<file path="config.mk">
export PLATFORM = sky130hd
export DESIGN_NAME = stopwatch_control
export DESIGN_NICKNAME = d
export VERILOG_FILES = /design/src/rtl/stopwatch_pkg.sv /design/src/rtl/stopwatch_control.sv
export SDC_FILE = /design/constraint.sdc
export NUM_CORES = 1
export LEC_CHECK = 0
export ABC_AREA = 0
export BUFFER_PORTS_ARGS = -buffer_cell sky130_fd_sc_hd__buf_2
export CORE_UTILIZATION = 57
export DETAILED_ROUTE_END_ITERATION = 12
export GPL_TIMING_DRIVEN = 0
export PLACE_DENSITY = 0.95
export SLEW_MARGIN = 40
export SYNTH_ARGS = -nofsm -noshare
export SYNTH_HDL_FRONTEND = slang
export SYNTH_SLANG_ARGS = --single-unit
</file>
<file path="constraint.sdc">
create_clock -name clk -period 5.55 [get_ports clk]
set_input_delay 1.11 -clock clk [delete_from_list [all_inputs] [get_ports clk]]
set_output_delay 1.11 -clock clk [all_outputs]
set_load 0.1 [all_outputs]
</file>
<file path="src/rtl/stopwatch_pkg.sv">
/*
 stopwatch_pkg: register offsets, field positions, reset values and timing
 counts shared by the stopwatch control and interrupt block.
 assumes a 20 MHz system clock and a 32-bit axi4-lite register bus.
*/
package stopwatch_pkg;
   // byte addresses of the registers
   localparam logic [15:0] LevelAddr   = 16'hff20;
   localparam logic [15:0] AllowAddr   = 16'hff22;
   localparam logic [15:0] FlagAddr    = 16'hff24;
   localparam logic [15:0] RunClrAddr  = 16'hff42;
   localparam logic [15:0] CountAddr   = 16'hff43;
   localparam logic [15:0] MaskAddr    = 16'hff60;
   // field positions
   localparam int LevelLowPos  = 2;
   localparam int LevelHighPos = 3;
   localparam int OneHzPos     = 4;
   localparam int TenHzPos     = 5;
   localparam int HundredHzPos = 6;
   localparam int RunPos       = 0;
   localparam int ClearPos     = 1;
   // reset values
   localparam logic [1:0] LevelReset = 2'h0;
   localparam logic [2:0] AllowReset = 3'h0;
   localparam logic [2:0] FlagReset  = 3'h0;
   localparam logic [7:0] CountReset = 8'h00;
   localparam logic [1:0] MaskReset  = 2'h0;
   // timing and bus response codes
   localparam int ClkHz       = 20000000;
   localparam int TickHz      = 256;
   localparam int TickCycles  = ClkHz / TickHz;
   localparam int HundredHz   = 100;
   localparam int HundredCycles = ClkHz / HundredHz;
   localparam logic [1:0] RespOkay   = 2'h0;
   localparam logic [1:0] RespSlvErr = 2'h2;
endpackage : stopwatch_pkg

</file>
<file path="src/rtl/stopwatch_control.sv">
/*
 stopwatch_control: bcd stopwatch count, run/stop control synchronised to a
 256 hz tick, and 1/10/100 hz interrupt flags with enables and priority.
 assumes an axi4-lite master on clk and a cpu mask level on cpuMaskLevel.
*/
`timescale 1ns/100ps
// Contract
// writing one to the clear bit zeroes both bcd digits
// clear while running resumes counting from zero; while stopped holds zero
// clear bit is write-only, zero writes ignored, reads return zero
// run bit one counts upward, zero stops
// stopped count holds until cleared, resumes from held value
// run bit reads zero after reset
// two-bit priority gives level 0 to 3, resets to zero
// three read/write enables for 1, 10, 100 hz, reset zero
// each flag sets on the falling edge of its rate signal
// flags set regardless of enable and priority
// request only when flag, enable, and priority above cpu mask
// writing one clears a flag, zero leaves it; reset clears
// software lowers mask or returns and clears flag before next interrupt
// run bit write takes effect at next falling 256 hz tick
// after stop write, count advances once more; run reads one until stopped
// software should stop the stopwatch before sleeping
// count is read-only eight-bit bcd, tenths high, hundredths low
// hundredths advances at 100 hz, carries to tenths; rates from digits
module stopwatch_control #(
   parameter int ClkHz = stopwatch_pkg::ClkHz
) (
   input  wire logic        clk,
   input  wire logic        srst,
   input  wire logic [15:0] s_axi_awaddr,
   input  wire logic        s_axi_awvalid,
   output logic             s_axi_awready,
   input  wire logic [31:0] s_axi_wdata,
   input  wire logic [3:0]  s_axi_wstrb,
   input  wire logic        s_axi_wvalid,
   output logic             s_axi_wready,
   output logic [1:0]       s_axi_bresp,
   output logic             s_axi_bvalid,
   input  wire logic        s_axi_bready,
   input  wire logic [15:0] s_axi_araddr,
   input  wire logic        s_axi_arvalid,
   output logic             s_axi_arready,
   output logic [31:0]      s_axi_rdata,
   output logic [1:0]       s_axi_rresp,
   output logic             s_axi_rvalid,
   input  wire logic        s_axi_rready,
   input  wire logic [1:0]  cpuMaskLevel,
   output logic             irqRequest,
   output logic [1:0]       irqLevel,
   output logic             irqLine
);
   localparam int TickW = 17;
   localparam int HundW = 18;
   localparam logic [TickW-1:0] TickMax = TickW'(ClkHz / stopwatch_pkg::TickHz - 1);
   localparam logic [HundW-1:0] HundMax = HundW'(ClkHz / stopwatch_pkg::HundredHz - 1);

   logic [TickW-1:0] tickCnt_q;
   logic             tickFall;
   logic [HundW-1:0] hundCnt_q;
   logic             hundStep;
   logic [3:0]       hundredths_q;
   logic [3:0]       tenths_q;
   logic             runReq_q;
   logic             runReqPend_q;
   logic             running_q;
   logic             stopPend_q;
   logic [1:0]       level_q;
   logic [2:0]       allow_q;
   logic [2:0]       flags_q;
   logic [2:0]       irqMask_q;
   logic [2:0]       rateFall;
   logic             awHeld_q;
   logic             wHeld_q;
   logic [15:0]      awAddr_q;
   logic [31:0]      wData_q;
   logic [3:0]       wStrb_q;
   logic             doWrite;
   logic             wrLow;
   logic             clearHit;
   logic             runWrite;
   logic [31:0]      rdValue;
   logic             rdHit;

   // 256 hz tick divider, falling edge as one-cycle pulse
   always_ff @(posedge clk) begin
      if (srst || tickCnt_q == TickMax) begin
         tickCnt_q <= '0;
      end else begin
         tickCnt_q <= tickCnt_q + 1'b1;
      end
   end
   assign tickFall = (tickCnt_q == TickMax);

   // 100 hz count step, gated by running
   always_ff @(posedge clk) begin
      if (srst || clearHit || hundCnt_q == HundMax) begin
         hundCnt_q <= '0;
      end else if (running_q) begin
         hundCnt_q <= hundCnt_q + 1'b1;
      end
   end
   assign hundStep = running_q && (hundCnt_q == HundMax);

   // axi write channels, accepted in either order
   assign s_axi_awready = !awHeld_q && !s_axi_bvalid;
   assign s_axi_wready  = !wHeld_q && !s_axi_bvalid;
   always_ff @(posedge clk) begin
      if (srst || doWrite) begin
         awHeld_q <= 1'b0;
      end else if (s_axi_awvalid && s_axi_awready) begin
         awHeld_q <= 1'b1;
      end
   end
   always_ff @(posedge clk) begin
      if (srst || doWrite) begin
         wHeld_q <= 1'b0;
      end else if (s_axi_wvalid && s_axi_wready) begin
         wHeld_q <= 1'b1;
      end
   end
   always_ff @(posedge clk) begin
      if (srst) begin
         awAddr_q <= 16'h0000;
         wData_q  <= 32'h00000000;
         wStrb_q  <= 4'h0;
      end else begin
         if (s_axi_awvalid && s_axi_awready) begin
            awAddr_q <= s_axi_awaddr;
         end
         if (s_axi_wvalid && s_axi_wready) begin
            wData_q <= s_axi_wdata;
            wStrb_q <= s_axi_wstrb;
         end
      end
   end
   assign doWrite = awHeld_q && wHeld_q;
   assign wrLow   = doWrite && wStrb_q[0];

   always_ff @(posedge clk) begin
      if (srst) begin
         s_axi_bvalid <= 1'b0;
         s_axi_bresp  <= stopwatch_pkg::RespOkay;
      end else if (doWrite) begin
         s_axi_bvalid <= 1'b1;
         if (awAddr_q == stopwatch_pkg::LevelAddr || awAddr_q == stopwatch_pkg::AllowAddr
             || awAddr_q == stopwatch_pkg::FlagAddr || awAddr_q == stopwatch_pkg::RunClrAddr
             || awAddr_q == stopwatch_pkg::MaskAddr || awAddr_q == stopwatch_pkg::CountAddr) begin
            s_axi_bresp <= stopwatch_pkg::RespOkay;
         end else begin
            s_axi_bresp <= stopwatch_pkg::RespSlvErr;
         end
      end else if (s_axi_bready) begin
         s_axi_bvalid <= 1'b0;
      end
   end

   assign clearHit = wrLow && awAddr_q == stopwatch_pkg::RunClrAddr
                     && wData_q[stopwatch_pkg::ClearPos];
   assign runWrite = wrLow && awAddr_q == stopwatch_pkg::RunClrAddr;

   // requested run value waits for the next tick
   always_ff @(posedge clk) begin
      if (srst) begin
         runReq_q     <= 1'b0;
         runReqPend_q <= 1'b0;
      end else if (runWrite) begin
         runReq_q     <= wData_q[stopwatch_pkg::RunPos];
         runReqPend_q <= 1'b1;
      end else if (tickFall) begin
         runReqPend_q <= 1'b0;
      end
   end

   // run state: start at tick, stop after one more count step
   always_ff @(posedge clk) begin
      if (srst) begin
         running_q  <= 1'b0;
         stopPend_q <= 1'b0;
      end else if (tickFall && runReqPend_q && !runWrite) begin
         if (runReq_q) begin
            running_q  <= 1'b1;
            stopPend_q <= 1'b0;
         end else if (running_q) begin
            stopPend_q <= 1'b1;
         end
      end else if (stopPend_q && hundStep) begin
         running_q  <= 1'b0;
         stopPend_q <= 1'b0;
      end
   end

   // bcd count, clear dominates
   always_ff @(posedge clk) begin
      if (srst || clearHit) begin
         hundredths_q <= stopwatch_pkg::CountReset[3:0];
         tenths_q     <= stopwatch_pkg::CountReset[7:4];
      end else if (hundStep) begin
         if (hundredths_q == 4'h9) begin
            hundredths_q <= 4'h0;
            tenths_q     <= (tenths_q == 4'h9) ? 4'h0 : tenths_q + 4'h1;
         end else begin
            hundredths_q <= hundredths_q + 4'h1;
         end
      end
   end

   // rate signals fall at digit transitions
   assign rateFall[0] = hundStep && hundredths_q == 4'h9 && tenths_q == 4'h9;
   assign rateFall[1] = hundStep && hundredths_q == 4'h9;
   assign rateFall[2] = hundStep;

   // priority, enable, irq line mask registers
   always_ff @(posedge clk) begin
      if (srst) begin
         level_q   <= stopwatch_pkg::LevelReset;
         allow_q   <= stopwatch_pkg::AllowReset;
         irqMask_q <= 3'h0;
      end else if (wrLow) begin
         if (awAddr_q == stopwatch_pkg::LevelAddr) begin
            level_q <= wData_q[stopwatch_pkg::LevelHighPos:stopwatch_pkg::LevelLowPos];
         end else if (awAddr_q == stopwatch_pkg::AllowAddr) begin
            allow_q <= wData_q[stopwatch_pkg::HundredHzPos:stopwatch_pkg::OneHzPos];
         end else if (awAddr_q == stopwatch_pkg::MaskAddr) begin
            irqMask_q <= wData_q[stopwatch_pkg::HundredHzPos:stopwatch_pkg::OneHzPos];
         end
      end
   end

   // factor flags: set wins over write-one clear
   always_ff @(posedge clk) begin
      if (srst) begin
         flags_q <= stopwatch_pkg::FlagReset;
      end else begin
         for (int i = 0; i < 3; i++) begin
            if (rateFall[i]) begin
               flags_q[i] <= 1'b1;
            end else if (wrLow && awAddr_q == stopwatch_pkg::FlagAddr
                         && wData_q[stopwatch_pkg::OneHzPos + i]) begin
               flags_q[i] <= 1'b0;
            end
         end
      end
   end

   assign irqRequest = |(flags_q & allow_q) && (level_q > cpuMaskLevel);
   assign irqLevel   = level_q;
   assign irqLine    = |(flags_q & irqMask_q);

   // read channel
   always_comb begin
      rdValue = 32'h00000000;
      rdHit   = 1'b1;
      if (s_axi_araddr == stopwatch_pkg::LevelAddr) begin
         rdValue[stopwatch_pkg::LevelHighPos:stopwatch_pkg::LevelLowPos] = level_q;
      end else if (s_axi_araddr == stopwatch_pkg::AllowAddr) begin
         rdValue[stopwatch_pkg::HundredHzPos:stopwatch_pkg::OneHzPos] = allow_q;
      end else if (s_axi_araddr == stopwatch_pkg::FlagAddr) begin
         rdValue[stopwatch_pkg::HundredHzPos:stopwatch_pkg::OneHzPos] = flags_q;
      end else if (s_axi_araddr == stopwatch_pkg::RunClrAddr) begin
         rdValue[stopwatch_pkg::RunPos] = running_q || (runReqPend_q && runReq_q);
      end else if (s_axi_araddr == stopwatch_pkg::CountAddr) begin
         rdValue[7:0] = {tenths_q, hundredths_q};
      end else if (s_axi_araddr == stopwatch_pkg::MaskAddr) begin
         rdValue[stopwatch_pkg::HundredHzPos:stopwatch_pkg::OneHzPos] = irqMask_q;
      end else begin
         rdHit = 1'b0;
      end
   end
   assign s_axi_arready = !s_axi_rvalid;
   always_ff @(posedge clk) begin
      if (srst) begin
         s_axi_rvalid <= 1'b0;
         s_axi_rdata  <= 32'h00000000;
         s_axi_rresp  <= stopwatch_pkg::RespOkay;
      end else if (s_axi_arvalid && s_axi_arready) begin
         s_axi_rvalid <= 1'b1;
         s_axi_rdata  <= rdValue;
         s_axi_rresp  <= rdHit ? stopwatch_pkg::RespOkay : stopwatch_pkg::RespSlvErr;
      end else if (s_axi_rready) begin
         s_axi_rvalid <= 1'b0;
      end
   end

   // assertions
   clear_zeroes_a: assert property (@(posedge clk) disable iff (srst)
      clearHit |=> {tenths_q, hundredths_q} == 8'h00) else $error("clear missed");
   hold_stopped_a: assert property (@(posedge clk) disable iff (srst)
      !running_q && !clearHit |=> $stable({tenths_q, hundredths_q}))
      else $error("count moved while stopped");
   start_at_tick_a: assert property (@(posedge clk) disable iff (srst)
      $rose(running_q) |-> $past(tickFall)) else $error("start off tick");
   stop_after_step_a: assert property (@(posedge clk) disable iff (srst)
      $fell(running_q) |-> $past(hundStep)) else $error("stop without step");
   flag_set_a: assert property (@(posedge clk) disable iff (srst)
      rateFall[2] |=> flags_q[2]) else $error("flag not set");
   flag_clear_a: assert property (@(posedge clk) disable iff (srst)
      wrLow && awAddr_q == stopwatch_pkg::FlagAddr && wData_q[4] && !rateFall[0]
      |=> !flags_q[0]) else $error("flag not cleared");
   irq_gate_a: assert property (@(posedge clk) disable iff (srst)
      irqRequest |-> level_q > cpuMaskLevel && |(flags_q & allow_q))
      else $error("bad request");
   clear_read_a: assert property (@(posedge clk) disable iff (srst)
      s_axi_rvalid |-> !s_axi_rdata[stopwatch_pkg::ClearPos]) else $error("clear bit read");
   digit_bcd_a: assert property (@(posedge clk) disable iff (srst)
      hundredths_q <= 4'h9 && tenths_q <= 4'h9) else $error("not bcd");
   run_cover_c: cover property (@(posedge clk) $rose(running_q));
   stop_cover_c: cover property (@(posedge clk) $fell(running_q));
   irq_cover_c: cover property (@(posedge clk) $rose(irqRequest));
   ten_hz_c: cover property (@(posedge clk) rateFall[1]);
   one_hz_c: cover property (@(posedge clk) rateFall[0]);

   // run control, count, flag, interrupt and register checks
   stop_pend_run_a: assert property (@(posedge clk) disable iff (srst)
      stopPend_q |-> running_q)
      else $error("stop pending while stopped");
   flag_ten_a: assert property (@(posedge clk) disable iff (srst)
      rateFall[1] |=> flags_q[1])
      else $error("ten hz flag not set");
   flag_one_a: assert property (@(posedge clk) disable iff (srst)
      rateFall[0] |=> flags_q[0])
      else $error("one hz flag not set");
   step_inc_a: assert property (@(posedge clk) disable iff (srst)
      hundStep && !clearHit && hundredths_q != 4'h9 |=> hundredths_q == $past(hundredths_q) + 4'h1)
      else $error("hundredths did not advance");
   carry_wrap_a: assert property (@(posedge clk) disable iff (srst)
      hundStep && !clearHit && hundredths_q == 4'h9 |=> hundredths_q == 4'h0)
      else $error("hundredths did not wrap");
   tenths_carry_a: assert property (@(posedge clk) disable iff (srst)
      hundStep && !clearHit && hundredths_q == 4'h9 && tenths_q != 4'h9
      |=> tenths_q == $past(tenths_q) + 4'h1)
      else $error("tenths did not carry");
   no_step_stop_a: assert property (@(posedge clk) disable iff (srst)
      !running_q |-> !hundStep)
      else $error("step while stopped");
   tick_single_a: assert property (@(posedge clk) disable iff (srst)
      tickFall |=> !tickFall)
      else $error("tick longer than one cycle");
   run_pend_a: assert property (@(posedge clk) disable iff (srst)
      runWrite |=> runReqPend_q)
      else $error("run write not pending");
   flag_hold_a: assert property (@(posedge clk) disable iff (srst)
      flags_q[2] && !(wrLow && awAddr_q == stopwatch_pkg::FlagAddr) |=> flags_q[2])
      else $error("flag dropped without clear");
   flag_w0_a: assert property (@(posedge clk) disable iff (srst)
      wrLow && awAddr_q == stopwatch_pkg::FlagAddr && !wData_q[6] && flags_q[2] |=> flags_q[2])
      else $error("zero write cleared flag");
   irq_off_a: assert property (@(posedge clk) disable iff (srst)
      !(|(flags_q & allow_q)) |-> !irqRequest)
      else $error("request without enabled flag");
   irq_on_a: assert property (@(posedge clk) disable iff (srst)
      |(flags_q & allow_q) && level_q > cpuMaskLevel |-> irqRequest)
      else $error("request missing");
   level_zero_a: assert property (@(posedge clk) disable iff (srst)
      level_q == 2'h0 |-> !irqRequest)
      else $error("request at level zero");
   allow_write_a: assert property (@(posedge clk) disable iff (srst)
      wrLow && awAddr_q == stopwatch_pkg::AllowAddr |=> allow_q == wData_q[6:4])
      else $error("enable write lost");
   level_write_a: assert property (@(posedge clk) disable iff (srst)
      wrLow && awAddr_q == stopwatch_pkg::LevelAddr |=> level_q == wData_q[3:2])
      else $error("priority write lost");
   count_ro_a: assert property (@(posedge clk) disable iff (srst)
      wrLow && awAddr_q == stopwatch_pkg::CountAddr && !hundStep
      |=> $stable({tenths_q, hundredths_q}))
      else $error("count written");
   reset_state_a: assert property (@(posedge clk)
      srst |=> !running_q && flags_q == 3'h0 && level_q == 2'h0 && allow_q == 3'h0)
      else $error("reset state wrong");

   // bus handshake checks
   bvalid_hold_a: assert property (@(posedge clk) disable iff (srst)
      s_axi_bvalid && !s_axi_bready |=> s_axi_bvalid)
      else $error("write response dropped");
   rvalid_hold_a: assert property (@(posedge clk) disable iff (srst)
      s_axi_rvalid && !s_axi_rready |=> s_axi_rvalid && $stable(s_axi_rdata))
      else $error("read response dropped");
   write_busy_a: assert property (@(posedge clk) disable iff (srst)
      s_axi_bvalid |-> !s_axi_awready && !s_axi_wready)
      else $error("write taken while busy");
   read_busy_a: assert property (@(posedge clk) disable iff (srst)
      s_axi_rvalid |-> !s_axi_arready)
      else $error("read taken while busy");
endmodule : stopwatch_control

</file>
Word level (Yosys, flattened, before mapping)
Index checks and enable logic that the tools add are counted.
{ "totals": {"inputBits": 77, "out_inout_bits": 45, "reg_bits": 98, "wordCells": 145} }
{ "op_classes": {"addsub": 4, "n_reduce_logical": 51, "muxes": 43, "bitwise": 4, "n_lt_le_gt_ge": 1, "eq_ne": 18} }
{ "ops": {"columns": ["op", "n"], "rows": [
  ["$eq A16 B16 Y1 const B", 12],
  ["$mux W1", 28],
  ["$mux W4", 6],
  ["$logic_and A1 B1 Y1", 21],
  ["$add A18 B1 Y18 const B", 1],
  ["$eq A18 B18 Y1 const B", 1],
  ["$add A17 B1 Y17 const B", 1],
  ["$eq A17 B17 Y1 const B", 1],
  ["$reduce_bool A2 Y1", 7],
  ["$mux W3", 4],
  ["$logic_or A1 B1 Y1", 10],
  ["$add A4 B1 Y4 const B", 2],
  ["$eq A4 B4 Y1 const B", 2],
  ["$mux W2", 4],
  ["$reduce_and A2 Y1", 4],
  ["$mux W7", 1],
  ["$and A3 B3 Y3", 2],
  ["$reduce_or A3 Y1", 2],
  ["$logic_not A1 Y1", 5],
  ["$reduce_and A4 Y1", 1],
  ["$ne A3 B3 Y1 const B", 1],
  ["$reduce_and A3 Y1", 1],
  ["$gt A2 B2 Y1", 1],
  ["$ne A2 B2 Y1 const B", 1],
  ["$not A1 Y1", 2]
]} }

Longest topological paths before layout
Gate-level depths: netlist of the first run.
{ "logic_depth": {"ltp_word": 8, "depth_mapped": 8, "mapped_depth_nobuf": 6} }

Worst setup path after synthesis of the first run
No wires, ideal clock.
{ "synth_path": {"kind": "input port to output port", "start": "in cpuMaskLevel[1]", "end": "out irqRequest", "required_time_ns": 4.440, "arrival_time_ns": 3.706, "path_stages": 3, "path_buffers": 0, "setup_slack_ns": 0.734, "cell_sequence": "inv_1 -> ha_1 -> a211oi_1"} }
{ "synth_between": {"elab_chain_cells": 2} }
{ "synth_lines": {"columns": ["element", "line_no", "source"], "rows": [
  ["start: declaration", "stopwatch_control.sv:48", "input wire logic [1:0] cpuMaskLevel,"],
  ["$gt A2 B2 Y1", "stopwatch_control.sv:246", "assign irqRequest = |(flags_q & allow_q) && (level_q > cpuMaskLevel);"],
  ["$logic_and A1 B1 Y1", "stopwatch_control.sv:246", null],
  ["end: declaration", "stopwatch_control.sv:49", "output logic irqRequest,"]
]} }
No other way between the ends.

Worst setup path after layout of the first run
Ends and elaborated chain as after synthesis.

==> impl_metrics.py, run 1 <==
metrics = {
    "synth": {
        "synth_ff_type": "dfxtp_1",
        "synth_cell_types": 56,
        "synthSimpleGateAreaFrac_pct": 29.4,
        "async_reset_ff_share_pct": 0,
        "ys_ff_latch": 96,
        "syn_avg_cell_area_um2": 8.47,
        "netlist.area_leader.share_pct": 40.9,
        "synth_fa_ha_area_share_pct": 1.54,
        "synth_area_mm2": 0.00470,
        "ys_warn_count": 0,
        "synth_xor_area_share_pct": 6.71,
        "synth_top_family_by_area": "simple AND/OR/NAND/NOR gates",
        "synth_compound_area_share_pct": 10.1,
        "synth-edff-count": 0,
        "syn_inst": 555,
        "synth_area_leaders": "dfxtp_1, nand2_1, nor2_1",
        "synth_mux_area_share_pct": 2.56,
        "ys_seq_area_share_pct": 40.9,
        "yosysTopAreaCell": "dfxtp_1",
    },
    "cts": {
        "h-tree-depth": 3,
        "cts-resized-gates": 0,
        "cts_setup_buffers": 0,
        "cts_tree": "yes",
        "cts.sinks": 96,
        "postCtsHoldBufs": 0,
        "cts_root_buffer": "clkbuf_8",
        "clkTransAtPathRegs_ns": 0.09,
        "cts_buffer_depth": 2,
        "worstSkewPairLatency_ns": 0.38,
        "numCtsBuffers": 9,
    },
    "sta": {
        "period_minus_slack_ns": 3.42,
        "setup_violations": 0,
        "rsz0062_at_grt": "no",
        "max_freq_mhz": 292,
        "hold_viol": 0,
        "relSlewSlack_pct": 51.1,
        "maxSlewViolCount": 0,
        "worst_pin_slew_ns": 0.727,
        "fin_skew_ns": 0.00936,
        "period_share_pct": 61.7,
        "fin_tns_setup_ns": 0,
    },
    "die": {
        "ios": 122,
        "die_w_um": 92.8,
        "dieArea_mm2": 0.00861,
        "dieHeight_um": 92.8,
        "row_count": 32,
        "initial_core_util_pct": 59.9,
        "core-area_mm2": 0.00785,
    },
    "route": {
        "detail_route.wirelength_um": 11500,
        "drt_iter0_markers": 425,
        "drc_errors": 0,
        "vias_per_cell": 5.67,
        "routedWlPerCell_um": 15.1,
        "num_vias": 4326,
        "first_pass_iters": 5,
        "ant_nets": 0,
    },
    "hold_path": {
        "hp-class": "register to register",
    },
    "global_routing": {
        "antenna_found_initial": 0,
        "grt_pass1_wl_um": 19000,
        "grt_max_degree": 17,
        "grt_pass1_vias": 4145,
        "overflow": 0,
        "track_usage_pct": 28.0,
    },
    "place": {
        "io_buffers": 65,
        "place.gp.congestion": 0.887,
        "dp_hpwl_um": 8220,
    },
    "worst_setup_path": {
        "cp.arrival_ns": 2.31,
        "crit_path_max_fanout": 2,
        "end_kind": "output pin",
        "critPathRequiredTime_ns": 4.44,
        "crit_type": "primary input to output pin",
        "cp-start-kind": "primary input",
    },
    "final_layout": {
        "fillers": 597,
        "syn_to_final_growth_pct": 16.7,
        "final_cell_mix": "dfxtp_1, nand2_1, nor2_1",
        "final_common_cell": "dfxtp_1",
        "layout.nets": 738,
        "antenna_cells": 0,
        "layout-drive-gt1-share_pct": 19.1,
    },
    "power": {
        "ir_worst_vdd_mv": 0.165,
        "p_total_mw": 1.49,
        "power.density_mw_per_mm2": 272,
        "leakage_nw": 2.29,
    },
    "outcome": {
        "status": "finished clean",
    },
    "flow_run": {
        "cap_viol_max_count": 0,
    },
}
## critical path, cell delays in order
cell and delay (ns):
buf_2 0.10, inv_1 0.04, ha_1 0.29, a21oi_1 0.08
a211oi_1 0.20, buf_2 0.48
## cell type report
class	instances	area (µm²)	area share (%)
clock inverters	5	86.3	1.57
repair buffers	65	325	5.93
inverters	16	60.1	1.10
plain buffers	49	347	6.32
multi-input cells	419	2460	44.9
well taps	102	128	2.33
clock buffers	11	151	2.76
flip-flops and latches	96	1920	35.1
## synth_stat cells (2+ instances only)
cell type  number
a211oi_1        4
a21o_1          2
a21oi_1        47
a221oi_1        2
a222oi_1        2
a22o_1          2
a22oi_1         3
a311o_1         3
and2_1          5
and3_1          8
and3b_1         3
and4_1          5
and4b_1         2
and4bb_2        3
buf_4          28
buf_6           4
clkbuf_1       14
dfxtp_1        96
ha_1            5
inv_1          16
mux2i_1        12
nand2_1        75
nand2b_1        8
nand3_1        17
nand3b_1        3
nand4_1        17
nand4b_1        6
nor2_1         67
nor2b_1         6
nor3_1          6
nor3b_1         5
nor4_1          3
nor4b_1         3
nor4bb_1        3
o21ai_0        10
o31ai_1         3
or4_1           3
or4b_1          2
xnor2_1        13
xor2_1         23
## where the power goes
group	switching, mW	total (mW)	internal [mW]
Clock	0.254	0.536	0.282
Sequential	0.0153	0.721	0.706
Combinational	0.174	0.231	0.0571
## through the flow
stage | setup slack (ns) | area (µm²) | utilization (%) | hold slack, ns | std cells
floorplan | 0.734 | 4790 | - | 0.417 | 580
global placement | 2.13 | 5250 | 66.8 | 0.431 | 747
detailed placement | 2.14 | 5250 | 66.8 | 0.439 | 747
CTS | 2.14 | 5480 | 69.9 | 0.459 | 763
global route | 2.07 | 5480 | 69.9 | 0.476 | 763
finish | 2.13 | 5480 | 69.9 | 0.455 | 763
## kinds of logic (layout without fill, tap and decap cells)
kind of cell    after synthesis  count (layout)
flops                        96              96
buf+inv                      65             146
simple gates                259             259
other cells                   1              26
fa+ha+maj                     6               6
compound gates               80              80
mux                          12              12
xor+xnor                     36              36
## routing by layer
layer | track usage, % | vias to the layer above | routed length (µm)
li1 | - | 2064 | -
met1 | 32.9 | 2016 | 4550
met2 | 49.4 | 204 | 5830
met3 | 4.60 | 42 | 802
met4 | 13.2 | 0 | 361
met5 | 0 | - | 0
## state kept, by name, indices dropped and copies added (netlist names)
register / count
tenths_q: 4
runReqPend_q: 1
s_axi_rvalid: 1
wData_q: 7
runReq_q: 1
s_axi_rdata: 8
flags_q: 3
tickCnt_q: 17
s_axi_rresp: 1
hundCnt_q: 18
wHeld_q: 1
irqMask_q: 3
awAddr_q: 16
hundredths_q: 4
s_axi_bresp: 1
stopPend_q: 1
awHeld_q: 1
wStrb_q: 1
allow_q: 3
s_axi_bvalid: 1
running_q: 1
irqLevel: 2
## worst paths after layout
kind                             startpoint                 endpoint  slack, ns  depth (start not counted)
setup / recovery            cpuMaskLevel[1]               irqRequest       2.13                          6
hold / removal      tickCnt_q[0]$_SDFF_PP0_  tickCnt_q[0]$_SDFF_PP0_       0.45                          1
setup reg to reg  hundCnt_q[1]$_SDFFE_PP0P_  flags_q[0]$_SDFFE_PP0P_       3.49                          7
hold reg to reg     tickCnt_q[0]$_SDFF_PP0_  tickCnt_q[0]$_SDFF_PP0_       0.45                          1
Power figures use the tool's default switching activity.
==> inputs of run 2 (changes only) <==
--- a/config.mk
+++ b/config.mk
@@ -5,12 +5,12 @@
 export SDC_FILE = /design/constraint.sdc
 export NUM_CORES = 1
 export LEC_CHECK = 0
-export ABC_AREA = 0
+export ABC_AREA = 1
 export BUFFER_PORTS_ARGS = -buffer_cell sky130_fd_sc_hd__buf_2
-export CORE_UTILIZATION = 57
+export CORE_UTILIZATION = 48
 export DETAILED_ROUTE_END_ITERATION = 12
 export GPL_TIMING_DRIVEN = 0
-export PLACE_DENSITY = 0.95
+export PLACE_DENSITY = 0.87
 export SLEW_MARGIN = 40
 export SYNTH_ARGS = -nofsm -noshare
 export SYNTH_HDL_FRONTEND = slang
==> constraint.sdc (replaced) <==
create_clock -name clk -period 2.9 [get_ports clk]
set_input_delay 0.58 -clock clk [delete_from_list [all_inputs] [get_ports clk]]
set_output_delay 0.58 -clock clk [all_outputs]
set_load 0.1 [all_outputs]
==> run 2 against run 1 <==
  * Synthesized cell count grew 26%
  * Non-clock buffer count fell by 9
  * Area after synthesis increased by 3.2%
  * Hold slack got worse by 0.011 ns
  * Count of clock-buffer cells in the layout did not move
  * Core utilization fell by 12 points
  * Via count grew 7.1%
  * Register-to-register slack got worse by 2.5 ns
  * Sequential power is 93% higher
  * Critical path type is now register to output pin
==> impl_metrics.py, run 2 <==
metrics = {
    "outcome": {
        "status": "finished clean",
    },
    "worst_setup_path": {
        "end_kind": "output pin",
        "cp.arrival_ns": 1.91,
        "crit_end": "irqRequest",
        "startpoint": "irqLevel[0]$_SDFFE_PP0P_",
        "reg2reg_to": "hundredths_q[2]$_SDFFE_PP0N_",
        "cp-start-kind": "register",
        "r2r_slack_ns": 1.04,
        "critPathRequiredTime_ns": 2.32,
        "worstReg2RegStart": "hundCnt_q[0]$_SDFFE_PP0P_",
        "crit_path_max_fanout": 3,
        "crit_type": "register to output pin",
        "reg2reg_depth": 8,
    },
    "synth": {
        "synth_mux_area_share_pct": 0,
        "ys_seq_area_share_pct": 39.6,
        "synth_top_family_by_area": "simple AND/OR/NAND/NOR gates",
        "synth_ff_type": "dfxtp_1",
        "synth-edff-count": 0,
        "synth_fa_ha_area_share_pct": 1.29,
        "yosysTopAreaCell": "dfxtp_1",
        "netlist.area_leader.share_pct": 39.6,
        "ys_ff_latch": 96,
        "syn_inst": 702,
        "synthSimpleGateAreaFrac_pct": 30.8,
        "synth_area_mm2": 0.00485,
        "ys_warn_count": 0,
        "synth_commonest_cells": "nand2_1, nor2_1, dfxtp_1",
        "async_reset_ff_share_pct": 0,
        "synth_compound_area_share_pct": 11.7,
        "synth_xor_area_share_pct": 3.61,
        "synth_most_common_cell": "nand2_1",
        "synth_area_leaders": "dfxtp_1, nand2_1, nor2_1",
        "syn_avg_cell_area_um2": 6.91,
        "synth_cell_types": 38,
    },
    "sta": {
        "hold_viol": 0,
        "relSlewSlack_pct": 59.2,
        "fin_tns_setup_ns": 0,
        "period_share_pct": 85.8,
        "fin_skew_ns": 0.0122,
        "period_minus_slack_ns": 2.49,
        "setup_violations": 0,
        "worst_pin_slew_ns": 0.608,
        "maxSlewViolCount": 0,
        "rsz0062_at_grt": "no",
        "max_freq_mhz": 402,
        "whs_ns": 0.444,
    },
    "flow_run": {
        "cap_viol_max_count": 0,
    },
    "die": {
        "core-area_mm2": 0.00977,
        "die_w_um": 103,
        "row_count": 36,
        "ios": 122,
        "dieArea_mm2": 0.0105,
        "initial_core_util_pct": 49.6,
        "dieHeight_um": 103,
    },
    "final_layout": {
        "layout-drive-gt1-share_pct": 16.2,
        "largest_reg_flops": 18,
        "largest-register": "hundCnt_q",
        "syn_to_final_growth_pct": 16.0,
        "antenna_cells": 0,
        "layout.nets": 886,
        "fillers": 925,
        "final_common_cell": "nand2_1",
        "largestRegisters": "hundCnt_q x18, tickCnt_q x17, awAddr_q x16",
        "final_cell_mix": "nand2_1, nor2_1, dfxtp_1",
        "layoutNonFillerInstCount": 942,
        "final_util_pct": 57.5,
    },
    "cts": {
        "cts_root_buffer": "clkbuf_8",
        "cts_setup_buffers": 0,
        "numCtsBuffers": 9,
        "clkTransAtPathRegs_ns": 0.09,
        "cts_buffer_depth": 2,
        "cts-resized-gates": 0,
        "worstSkewPairLatency_ns": 0.37,
        "cts.sinks": 96,
        "postCtsHoldBufs": 0,
        "cts_tree": "yes",
        "h-tree-depth": 3,
    },
    "power": {
        "power.density_mw_per_mm2": 469,
        "p_comb_share_pct": 17.8,
        "switchingPower_mw": 0.856,
        "leakage_nw": 2.40,
        "p_clk_share_pct": 29.5,
        "ir_worst_vdd_mv": 0.255,
        "p_int_mw": 1.78,
        "seqPwrFrac_pct": 52.8,
        "power.share.switching_pct": 32.5,
    },
    "hold_path": {
        "hold_depth": 4,
        "hp-class": "primary input to register",
    },
    "global_routing": {
        "grt_max_degree": 16,
        "grt_pass1_wl_um": 17700,
        "track_usage_pct": 21.5,
        "antenna_found_initial": 0,
        "overflow": 0,
        "grt_pass1_vias": 4028,
    },
    "route": {
        "vias_per_cell": 4.92,
        "detail_route.wirelength_um": 10700,
        "ant_nets": 0,
        "drc_errors": 0,
        "drt_iter0_markers": 247,
        "first_pass_iters": 5,
        "num_vias": 4631,
        "routedWlPerCell_um": 11.3,
    },
    "place": {
        "dp_hpwl_um": 8160,
        "placed_cells": 926,
        "place.gp.congestion": 0.905,
        "io_buffers": 66,
    },
}
==> run 2: area by class of cell <==
cell class | count | area (µm²) | area share [%]
plain buffers | 39 | 262 | 4.65
multi-input cells | 497 | 2420 | 43.0
clock buffers | 11 | 131 | 2.34
inverters | 95 | 359 | 6.38
repair buffers | 66 | 330 | 5.87
flip-flops and latches | 96 | 1920 | 34.2
clock inverters | 5 | 33.8 | 0.601
well taps | 133 | 166 | 2.96
==> run 2: metrics by stage <==
stage	setup slack [ns]	area [µm²]	total power [mW]
after global routing	0.320	5620	2.75
after detailed placement	0.470	5460	1.89
after CTS	0.399	5620	2.65
after global placement	0.470	5460	1.88
after floorplan	0.129	4960	1.80
final	0.411	5620	2.64
==> run 2: how the worst min path moves through the flow <==
stage	startpoint	end	slack, ns
after global routing	s_axi_wdata[2]	wData_q[2]$_SDFFE_PP0P_	0.47
final	s_axi_bready	s_axi_bvalid$_SDFFE_PP0P_	0.44
after detailed placement	stopPend_q$_SDFFE_PP0P_	stopPend_q$_SDFFE_PP0P_	0.44
after global placement	stopPend_q$_SDFFE_PP0P_	stopPend_q$_SDFFE_PP0P_	0.43
after CTS	s_axi_bready	s_axi_bvalid$_SDFFE_PP0P_	0.45
after floorplan	stopPend_q$_SDFFE_PP0P_	stopPend_q$_SDFFE_PP0P_	0.42
==> run 2: power groups by stage <==
stage               clock (mW)  combinational, mW  sequential (mW)
CTS                      0.791              0.468             1.39
floorplan                    0              0.348             1.45
global route             0.842              0.506             1.40
global placement             0              0.462             1.42
detailed placement           0              0.467             1.42
finish                   0.777              0.469             1.39
==> run 2: routing by layer <==
layer	vias to the layer above	global-route usage [%]	wire length [µm]
met5	-	0	0
met3	16	5.36	653
li1	2419	-	-
met2	149	35.8	4850
met4	0	7.25	150
met1	2047	27.3	5020
==> run 2: critical path, cell delays in order, from the launching register on <==
cell and delay [ns]:
dfxtp_1 0.34, inv_1 0.09, ha_1 0.28, nand2_1 0.05, o21ai_0 0.13, a31oi_4 0.19, buf_2 0.46
==> run 2: kinds of logic after synthesis <==
family          Yosys count
simple gates            338
buf+inv                 134
compound gates          108
flops                    96
xor+xnor                 20
fa+ha+maj                 5
other cells               1
